--- src/hdl/scc_pkg.sv ---
// scc_pkg: constants and carrier types for the sample convert control block
// assumes a single 20 MHz system clock shared by every user of the package
package scc_pkg;
    // clock rate
    localparam int unsigned CLK_PERIOD_NS = 50;
    // conversion time, longest, rounds down
    localparam int unsigned CONV_MAX_NS   = 725;
    localparam int unsigned CONV_CYC      = CONV_MAX_NS / CLK_PERIOD_NS;
    // acquisition window at 1 MSPS, least, rounds up
    localparam int unsigned ACQ_MIN_NS    = 465;
    localparam int unsigned ACQ_CYC       =
        (ACQ_MIN_NS + CLK_PERIOD_NS - 1) / CLK_PERIOD_NS;
    // hold time of the internal power-on reset
    localparam int unsigned POR_NS        = 1000;
    localparam int unsigned POR_CYC       = POR_NS / CLK_PERIOD_NS;
    // settle wait after the end of reset, in microseconds
    localparam int unsigned SETTLE_US     = 1000;
    localparam int unsigned SETTLE_CYC    = SETTLE_US * 1000 / CLK_PERIOD_NS;
    localparam int unsigned CNT_W         = 16;
    localparam int unsigned NUM_CH        = 8;
    // reference control reset values: bandgap and buffer enabled
    localparam logic        REF_BG_RST    = 1'b1;
    localparam logic        REF_BUF_RST   = 1'b1;

    typedef enum logic [1:0] {
        SCC_RESET,
        SCC_IDLE,
        SCC_CONVERT
    } scc_state_type;

    // reference configuration carrier
    typedef struct packed {
        logic bandgap_en;
        logic buffer_en;
    } scc_ref_type;

    // sequencer state of the block; settle timer and edge history are kept outside
    typedef struct packed {
        scc_state_type     state;
        logic [CNT_W-1:0]  cnt;
        logic [CNT_W-1:0]  acq_cnt;
        logic              busy;
        logic              hold;
        logic              acq_ok;
        logic              pd_seen;
        logic              conv_since_pd;
        logic              sampled;
        scc_ref_type       ref_cfg;
    } scc_core_type;
endpackage

--- src/hdl/scc_sync.sv ---
// scc_sync: two-flop synchroniser for a group of asynchronous pins
// assumes the destination runs on i_sys_clk
`timescale 1ns/100ps
`default_nettype none
module scc_sync #(
    parameter int unsigned W = 1
) (
    // clock and reset
    input  wire logic         i_sys_clk,
    input  wire logic         i_rst_n,
    // pins and synchronised copy
    input  wire logic [W-1:0] i_async,
    output logic      [W-1:0] o_sync
);
    logic [W-1:0] meta_r;

    // first stage is read only by the second stage
    always_ff @(posedge i_sys_clk) begin
        if (!i_rst_n) begin
            meta_r <= '0;
            o_sync <= '0;
        end else begin
            meta_r <= i_async;
            o_sync <= meta_r;
        end
    end
endmodule
`default_nettype wire

--- src/hdl/scc_top.sv ---
// scc_top: convert-start sequencing, busy, internal reset and reference mode
// assumes convert_start and powerdown_pin are asynchronous pins; supply
// monitors arrive as active-high level pins; reference control is a plain pin
//
// Notes on behaviour
// - rising convert_start holds all eight channels together and starts converting
// - a started conversion always completes; only reset aborts it
// - busy rises at conversion start and falls when it finishes
// - each conversion finishes within 725 ns of internal clock
// - acquisition window of at least 465 ns is provided at 1 MSPS
// - acquisition of next sample overlaps the end of conversion
// - full reset at power-up or low core supplies; reinit when good
// - busy falling ends reset; host waits 1 ms before converting
// - after reset bandgap feeds internal buffer by default
// - powerdown_pin raised twice without conversion gives a global reset
`timescale 1ns/100ps
`default_nettype none
module scc_top
    import scc_pkg::*;
#(
    parameter int unsigned SETTLE_CYCLES = SETTLE_CYC
) (
    // clock and reset
    input  wire logic              i_sys_clk,
    input  wire logic              i_rst_n,
    // host pins
    input  wire logic              i_convert_start,
    input  wire logic              i_powerdown_pin,
    // supply monitors, high while supply in range
    input  wire logic              i_core_supply_ok,
    input  wire logic              i_low_supply_ok,
    // reference control from the device control register
    input  wire logic              i_ref_bg_dis,
    input  wire logic              i_ref_buf_dis,
    // status outputs
    output logic                   o_busy,
    output logic [NUM_CH-1:0]      o_hold,
    output logic                   o_acq_ok,
    output logic                   o_settled,
    output logic                   o_sample_strobe,
    output logic                   o_bandgap_en,
    output logic                   o_buffer_en
);
    logic [3:0]   pins_s;
    logic         cnv_s;
    logic         cnv_d_r;
    logic         pd_d_r;
    logic         supplies_ok;
    logic         cnv_rise;
    logic         pd_rise;
    logic [CNT_W-1:0] settle_r;
    logic         strobe_r;
    logic         settled_r;
    scc_core_type core_r;
    scc_core_type core_nxt;

    scc_sync #(
        .W (4)
    ) u_sync (
        .i_sys_clk (i_sys_clk),
        .i_rst_n   (i_rst_n),
        .i_async   ({i_convert_start, i_powerdown_pin,
                     i_core_supply_ok, i_low_supply_ok}),
        .o_sync    (pins_s)
    );

    assign cnv_s       = pins_s[3];
    assign supplies_ok = pins_s[1] & pins_s[0];
    assign cnv_rise    = cnv_s & ~cnv_d_r;
    assign pd_rise     = pins_s[2] & ~pd_d_r;

    // edge history registers
    always_ff @(posedge i_sys_clk) begin
        if (!i_rst_n) begin
            cnv_d_r <= 1'b0;
            pd_d_r  <= 1'b0;
        end else begin
            cnv_d_r <= cnv_s;
            pd_d_r  <= pins_s[2];
        end
    end

    // next-state logic of the sequencer
    always_comb begin
        core_nxt = core_r;
        core_nxt.sampled = 1'b0;
        if (core_r.acq_cnt != '0) begin
            core_nxt.acq_cnt = core_r.acq_cnt - 1'b1;
        end
        core_nxt.acq_ok = (core_r.acq_cnt <= CNT_W'(1)) && !core_r.hold;
        if (pd_rise) begin
            core_nxt.pd_seen       = 1'b1;
            core_nxt.conv_since_pd = 1'b0;
        end
        if (!supplies_ok || (pd_rise && core_r.pd_seen
                             && !core_r.conv_since_pd)) begin
            core_nxt.state   = SCC_RESET;
            core_nxt.cnt     = CNT_W'(POR_CYC);
            core_nxt.busy    = 1'b1;
            core_nxt.hold    = 1'b0;
            core_nxt.pd_seen = 1'b0;
            core_nxt.ref_cfg = '{bandgap_en: REF_BG_RST,
                                 buffer_en:  REF_BUF_RST};
        end else begin
            unique case (core_r.state)
                SCC_RESET: begin
                    if (core_r.cnt == '0) begin
                        // busy falls at end of reset
                        core_nxt.busy  = 1'b0;
                        core_nxt.state = SCC_IDLE;
                    end else begin
                        core_nxt.cnt = core_r.cnt - 1'b1;
                    end
                end
                SCC_IDLE: begin
                    core_nxt.ref_cfg = '{bandgap_en: !i_ref_bg_dis,
                                         buffer_en:  !i_ref_buf_dis};
                    if (cnv_rise) begin
                        core_nxt.state         = SCC_CONVERT;
                        core_nxt.cnt           = CNT_W'(CONV_CYC - 1);
                        core_nxt.busy          = 1'b1;
                        core_nxt.hold          = 1'b1;
                        core_nxt.sampled       = 1'b1;
                        core_nxt.conv_since_pd = 1'b1;
                        // a powerdown edge in the same cycle sets pd_seen, but with conv_since_pd set it does not count
                        core_nxt.pd_seen       = pd_rise;
                        core_nxt.acq_ok        = 1'b0;
                    end
                end
                SCC_CONVERT: begin
                    // release hold early so acquisition overlaps
                    if (core_r.cnt == CNT_W'(2)) begin
                        core_nxt.hold    = 1'b0;
                        core_nxt.acq_cnt = CNT_W'(ACQ_CYC);
                    end
                    if (core_r.cnt == '0) begin
                        core_nxt.busy  = 1'b0;
                        core_nxt.state = SCC_IDLE;
                    end else begin
                        core_nxt.cnt = core_r.cnt - 1'b1;
                    end
                end
                // unused state code falls back into internal reset
                default: begin
                    core_nxt.state = SCC_RESET;
                    core_nxt.cnt   = CNT_W'(POR_CYC);
                    core_nxt.busy  = 1'b1;
                    core_nxt.hold  = 1'b0;
                end
            endcase
        end
    end

    // state register and settle timer
    always_ff @(posedge i_sys_clk) begin
        if (!i_rst_n) begin
            core_r   <= '{state: SCC_RESET, cnt: CNT_W'(POR_CYC),
                          acq_cnt: '0, busy: 1'b1, hold: 1'b0,
                          acq_ok: 1'b0, pd_seen: 1'b0,
                          conv_since_pd: 1'b0, sampled: 1'b0,
                          ref_cfg: '{bandgap_en: REF_BG_RST,
                                     buffer_en:  REF_BUF_RST}};
            settle_r  <= '0;
            strobe_r  <= 1'b0;
            settled_r <= 1'b0;
        end else begin
            core_r    <= core_nxt;
            strobe_r  <= core_nxt.sampled;
            // registered so the output comes straight from a flop
            settled_r <= (settle_r == '0) && (core_r.state != SCC_RESET);
            if (core_r.state == SCC_RESET) begin
                settle_r <= CNT_W'(SETTLE_CYCLES);
            end else if (settle_r != '0) begin
                settle_r <= settle_r - 1'b1;
            end
        end
    end

    assign o_busy          = core_r.busy;
    assign o_hold          = {NUM_CH{core_r.hold}};
    assign o_acq_ok        = core_r.acq_ok;
    assign o_settled       = settled_r;
    assign o_sample_strobe = strobe_r;
    assign o_bandgap_en    = core_r.ref_cfg.bandgap_en;
    assign o_buffer_en     = core_r.ref_cfg.buffer_en;

    // assertion helpers
    property p_busy_len;
        @(posedge i_sys_clk) disable iff (!i_rst_n)
        (core_r.state == SCC_IDLE && core_nxt.state == SCC_CONVERT) |=>
        o_busy [*8] ##0 (core_r.state == SCC_CONVERT);
    endproperty
    a_busy_len: assert property (p_busy_len)
        else $error("busy dropped early");

    property p_conv_bound;
        @(posedge i_sys_clk) disable iff (!i_rst_n)
        ($rose(core_r.state == SCC_CONVERT) && supplies_ok)
        |-> ##[1:14] (!o_busy || core_r.state == SCC_RESET);
    endproperty
    a_conv_bound: assert property (p_conv_bound)
        else $error("conversion exceeded bound");

    property p_hold_start;
        @(posedge i_sys_clk) disable iff (!i_rst_n)
        $rose(core_r.state == SCC_CONVERT) |-> (o_hold == '1) && o_busy;
    endproperty
    a_hold_start: assert property (p_hold_start)
        else $error("hold not taken at start");

    property p_no_restart;
        @(posedge i_sys_clk) disable iff (!i_rst_n)
        (core_r.state == SCC_CONVERT && core_r.cnt != '0 && supplies_ok
         && !pd_rise) |=> (core_r.cnt == $past(core_r.cnt) - 1'b1);
    endproperty
    a_no_restart: assert property (p_no_restart)
        else $error("conversion restarted");

    property p_overlap;
        @(posedge i_sys_clk) disable iff (!i_rst_n)
        $fell(core_r.hold) && core_r.state == SCC_CONVERT |-> o_busy;
    endproperty
    a_overlap: assert property (p_overlap)
        else $error("no acquisition overlap");

    property p_acq;
        @(posedge i_sys_clk) disable iff (!i_rst_n)
        $fell(core_r.hold) |-> !o_acq_ok [*8];
    endproperty
    a_acq: assert property (p_acq)
        else $error("acquisition window too short");

    property p_supply_reset;
        @(posedge i_sys_clk) disable iff (!i_rst_n)
        !supplies_ok |=> o_busy && core_r.state == SCC_RESET;
    endproperty
    a_supply_reset: assert property (p_supply_reset)
        else $error("supply drop did not reset");

    property p_ref_default;
        @(posedge i_sys_clk) disable iff (!i_rst_n)
        core_r.state == SCC_RESET |-> o_bandgap_en && o_buffer_en;
    endproperty
    a_ref_default: assert property (p_ref_default)
        else $error("reference not default in reset");

    property p_settle;
        @(posedge i_sys_clk) disable iff (!i_rst_n)
        $fell(o_busy) && $past(core_r.state) == SCC_RESET |-> !o_settled;
    endproperty
    a_settle: assert property (p_settle)
        else $error("settled too soon");

    c_conv: cover property (@(posedge i_sys_clk) $fell(o_busy)
                            && $past(core_r.state) == SCC_CONVERT);
    c_por: cover property (@(posedge i_sys_clk) $rose(o_settled));
    c_pd2: cover property (@(posedge i_sys_clk) pd_rise && core_r.pd_seen);
endmodule
`default_nettype wire

--- config.mk ---
export PLATFORM = sky130hd
export DESIGN_NAME = scc_top
export DESIGN_NICKNAME = d
export VERILOG_FILES = /design/src/hdl/scc_pkg.sv /design/src/hdl/scc_sync.sv /design/src/hdl/scc_top.sv
export SDC_FILE = /design/constraint.sdc
export NUM_CORES = 1
export LEC_CHECK = 0
export BUFFER_PORTS_ARGS = -buffer_cell sky130_fd_sc_hd__buf_2
export CAP_MARGIN = 20
export CORE_ASPECT_RATIO = 1.25
export CORE_MARGIN = 2
export CORE_UTILIZATION = 40
export DETAILED_ROUTE_END_ITERATION = 7
export GPL_TIMING_DRIVEN = 1
export PLACE_DENSITY = 0.58
export SYNTH_ARGS = -nofsm -noshare
export SYNTH_HDL_FRONTEND = slang
export SYNTH_SLANG_ARGS = --single-unit
--- constraint.sdc ---
create_clock -name i_sys_clk -period 2.6 [get_ports i_sys_clk]
set_input_delay 0.26 -clock i_sys_clk [delete_from_list [all_inputs] [get_ports i_sys_clk]]
set_output_delay 0.26 -clock i_sys_clk [all_outputs]
set_load 0.02 [all_outputs]
Word level (Yosys, flattened, before mapping) --
Index checks and enable logic that the tools add are counted. Widths: inputs -> output; s select.
Storage, ports and cells: input port bits 8, output and inout port bits 14, logic and storage cells 80, register bits 69
Operators by class: reduce and logical (&&, ||, !) cells 24, bitwise operators 8, order comparisons 1, $add $sub $neg 3, mux-type cells 19, equal/unequal tests 7
Operators by type and width (count):
- $mux 16 | 5
- $sub 16x1->16 const B | 3
- $pmux 18 s2 | 1
- $logic_not 16->1 | 2
- $reduce_bool 16->1 | 2
- $mux 15 | 2
- $mux 18 | 1
- $eq 16x2->1 const B | 1
- $le 16x1->1 const B | 1
- $mux 6 | 2
- $mux 2 | 3
- $ne 2x2->1 const B | 3
- $reduce_or 2->1 | 3
- $logic_not 1->1 | 5
- $not 1->1 | 5
- $logic_and 1x1->1 | 4
- $reduce_and 2->1 | 2
- $reduce_bool 2->1 | 2
- $and 1x1->1 | 3
- $mux 1 | 3
- $pmux 1 s3 | 1
- $reduce_and 3->1 | 1
- $reduce_or 3->1 | 1
- $eq 2x1->1 const B | 1
- other kinds (5) | 5

Longest topological paths before layout --
word-level depth 6, gate-level depth with buffers 8, depth with buffers taken out 7

Hierarchy --
A second synthesis with hierarchy kept.
Unflattened totals: cells, all modules 359, area total of the unflattened synthesis 3178.0 um^2
Modules (own cells, without submodules):
- scc_top | area an instance 2967.8 um^2, times used 1, cells each 343, seq. area each 1221.2 um^2
- scc_sync | area an instance 210.2 um^2, times used 1, cells each 16, seq. area each 160.2 um^2

Least setup slack after synthesis --
No wires, ideal clock.
path kind flip-flop to flip-flop, start register core_r[14] (netlist bit), end register core_r[9] (netlist bit), required time 2.512 ns, setup time 0.088 ns, path slack 0.599 ns, path buffers 2, period minus slack after synthesis 2.001 ns, cell stages (with the launch flop) 7, arrival 1.913 ns, path through dfxtp_1 or3_1 buf_2 or4b_4 or2_0 buf_2 a311oi_2
On the way: longest elaborated chain between the ends 5
RTL lines:
- start: declaration | line scc_top.sv:54 | scc_core_type core_r;
- start signal: assignment | line scc_top.sv:157 | core_r <= '{state: SCC_RESET, cnt: CNT_W'(POR_CYC),
- start signal: assignment | line scc_top.sv:167 | core_r <= core_nxt;
- $reduce_bool 16->1 * | line scc_top.sv:87 | if (core_r.acq_cnt != '0) begin
- $mux 16 * | line scc_top.sv:87
- $mux 16 | line scc_top.sv:132 | if (core_r.cnt == CNT_W'(2)) begin
- $mux 16 | line scc_top.sv:105 | unique case (core_r.state)
- $mux 16 * | line scc_top.sv:95 | if (!supplies_ok || (pd_rise && core_r.pd_seen
Mark *: on every way between the ends. The rest lies on a longest branch, timed or not. A chain may end at the register's enable or synchronous reset.

Final worst setup path --
start register core_r[28] (netlist bit), end register core_r[21] (netlist bit)
On the way: longest elaborated chain between the ends 4
RTL lines (line):
- $eq 16x2->1 | scc_top.sv:132
- $mux 16 | scc_top.sv:132
- $mux 16 | scc_top.sv:105
- $mux 16 | scc_top.sv:95
Every way passes these cells.

==> run metrics <==
IO buf count=21; FF+latch area=1380 um2; Via density=5.25; Power Internal=0.00211 W; most common flop cell mapped by yosys=dfxtp_1; DP Worst Slack=222 ps; 1st-iter DRT viols=~110; Max Cap Viol=0; Fillers=789; first-pass GRT wire length=11.5 mm; pin count of the biggest net entering global routing=22; DR DRC count=0; share of layout cells above drive strength 1=around 14%; leak pwr=1.42 nW; clock share of power=35.5%; final setup fails=0; Yosys reg bits=between 60 and 70; gr ovfl total=0; clock-pin slew on the worst setup and hold paths=80 ps; Sw Share=29.0%; initial antenna violation count=0; Worst R2R Setup Slack=approximately 300 ps; Syn Area/Cell=8.81 um2; IO Count=22; Vert. Die Dim=between 100 and 150 um; Period Utilization, post-route=88.4%; Critical Path End Type=flip-flop; Slew headroom=a little under three fifths; vias in the first global route=2438; Clock Sinks=69; critical path class=flip-flop to flip-flop; R2R cell count=5; pwr/cell area=812 nW/um2; critical-path cell list=or4_4 -> nor4b_4 -> nand3_1 -> nand2_1 -> nor2_1; DP HPWL=approximately 4.5 mm; actual slew at the worst max-slew pin=approximately 650 ps; Worst EP arrival=2510 ps; Multi-input gate area=1710 um2; Netlist cell types=51; Total Routed Length=6.40 mm; fin worst setup slack=301 ps; post-synth net total=382; H-tree level count=3; commonest non-fill, non-tap cell in the layout=dfxtp_1; Worst setup SP type=flip-flop; Hold Violations, Final=0; vias=2567; Synth Cell Area=3230 um2; Critical path origin=core_r[28]$_SDFFE_PP1P_; yosys warns=0; end of the worst register-to-register path=core_r[21]$_SDFF_PN0_; WL/cell=13.1 um; postcts setup bufs=0; setup TNS=0 ps; Core Region=7840 um2; Max Clock Freq=~430 MHz; number of flops mapped to enable cells by yosys=0; post-CTS sizing=0; Worst IR Drop VDD=0.400 mV; Hold Path Origin=i_ref_bg_dis; worst-case clock skew=12.2 ps; fraction of registers with async set/reset=0%; die area=8820 um2; Hold-fix buffers, CTS=0; Root Buffer=clkbuf_8; leading cell types in the layout, fill and taps excluded=69 x dfxtp_1, 52 x nor2_1, 21 x buf_2; Hold Path Class=primary input to flip-flop; die extent in x=around 84 um; cts bufs inserted=9; Tmin final=around 2300 ps; crit path buf inv count=0; status=finished, final reports clean; initial core utilization=41.3%; clock latency on the worst-skew pair=350 ps; Hold Path Depth=2; RSZ-0062 raised after global routing=no; WHS Endpoint=o_bandgap_en$_SDFFE_PP1P_; critical path fanouts, max=14; Row Count=36; post-synthesis sequential area ratio=between 40% and 50%; Area Growth Syn to Fin=13.3%; cells after synthesis=367; Nets=404; clock tree buffer depth=2; gpl congestion=0.771; crit-path leading delay family=simple AND/OR/NAND/NOR gates; All-Layer GR Usage=16.1%; Ant. Diodes=0; launch point of the worst reg-to-reg path=core_r[28]$_SDFFE_PP1P_; drt pass-1 iters=7; Final Max Slew Viols=0; CP max stage delay=590 ps; Net Switching=0.000861 W; sequential share of power=roughly two fifths; Gate power share=23.3%; Slowest-stage cell, CP=or4_4; post-route ant nets=0; CTS tree=built; CP required=2810 ps
stage by stage:
| step | std cells | util [%] | instance area, um2 | power [W] | hold slack, ps |
|---|---|---|---|---|---|
| after floorplan | 367 | - | 3230 | 0.00179 | 387 |
| after global placement | 473 | 43.6 | 3420 | 0.00193 | 421 |
| after detailed placement | 473 | 43.6 | 3420 | 0.00194 | 417 |
| after CTS | 489 | 46.7 | 3660 | 0.00301 | 99.4 |
| after global routing | 489 | 46.7 | 3660 | 0.00317 | 104 |
| final | 489 | 46.7 | 3660 | 0.00297 | 118 |
worst max-delay path by stage:
stage	slack, ps	cells past startpoint	endpoint
6_report	300	5	core_r[21]$_SDFF_PN0_
5_1_grt	110	5	core_r[18]$_SDFF_PN0_
4_1_cts	200	7	core_r[26]$_SDFFE_PP1P_
3_5_place_dp	220	7	core_r[26]$_SDFFE_PP1P_
3_3_place_gp	330	5	core_r[23]$_SDFF_PN0_
2_1_floorplan	600	6	core_r[9]$_SDFF_PN0_
registers in the layout, summed over array words and instances (netlist names):
register / flops
o_settled: 1
settle_r: 16
o_sample_strobe: 1
cnv_d_r: 1
o_busy: 1
u_sync.o_sync: 4
o_hold: 1
pd_d_r: 1
o_bandgap_en: 1
core_r: 36
o_buffer_en: 1
o_acq_ok: 1
u_sync.meta_r: 4
cell families (layout without fill, tap and decap cells):
logic type | Yosys count | in the layout | share of synthesized area, %
simple gates | 171 | 171 | 29.3
flops | 69 | 69 | 42.7
compound gates | 60 | 60 | 12.4
buf+inv | 30 | 57 | 4.61
xor+xnor | 28 | 28 | 7.58
fa+ha+maj | 7 | 7 | 2.71
mux | 2 | 2 | 0.619
layout make-up:
cell class,instances,share of cell area (%)
clock buffers,12,3.96
multi-input cells,268,46.6
repair buffers,31,4.92
flip-flops and latches,69,37.7
well taps,95,3.24
clock inverters,4,2.60
inverters,10,1.02
power by group through the flow:
| stage | logic, W | clock network [W] | registers [W] |
|---|---|---|---|
| after detailed placement | 0.000693 | 0 | 0.00125 |
| after floorplan | 0.000552 | 0 | 0.00124 |
| after global routing | 0.000786 | 0.00114 | 0.00124 |
| after global placement | 0.000681 | 0 | 0.00125 |
| final | 0.000692 | 0.00106 | 0.00123 |
| after CTS | 0.000697 | 0.00109 | 0.00122 |
per-layer routing:
metal | GRT usage, % | vias up | wire (um)
li1 | - | 1333 | -
met1 | 19.8 | 1188 | 2970
met2 | 25.8 | 37 | 3100
met3 | 5.08 | 9 | 219
met4 | 7.14 | 0 | 102
met5 | 0 | - | 0
Yosys cell counts, types with 5 or more instances:
| master | number | area share (%) |
|---|---|---|
| a21o_1 | 5 | 1.2 |
| buf_2 | 5 | 0.77 |
| nand3b_1 | 9 | 2.1 |
| xor2_1 | 12 | 3.3 |
| nor2b_1 | 5 | 0.97 |
| a21oi_1 | 17 | 2.6 |
| dfxtp_1 | 69 | 43 |
| nand3_1 | 7 | 1.1 |
| or4_1 | 5 | 1.2 |
| nand2b_1 | 6 | 1.2 |
| a211oi_1 | 7 | 1.6 |
| buf_4 | 8 | 1.9 |
| nor3_1 | 12 | 1.9 |
| nor4_1 | 10 | 1.9 |
| or3_1 | 10 | 1.9 |
| nor2_1 | 52 | 6.0 |
| ha_1 | 7 | 2.7 |
| clkbuf_1 | 7 | 0.81 |
| xnor2_1 | 16 | 4.3 |
| inv_1 | 10 | 1.2 |
| nand2_1 | 20 | 2.3 |
| o21ai_0 | 8 | 1.2 |
| and2_1 | 10 | 1.9 |
Note: power is estimated with default switching activity, not from simulation.
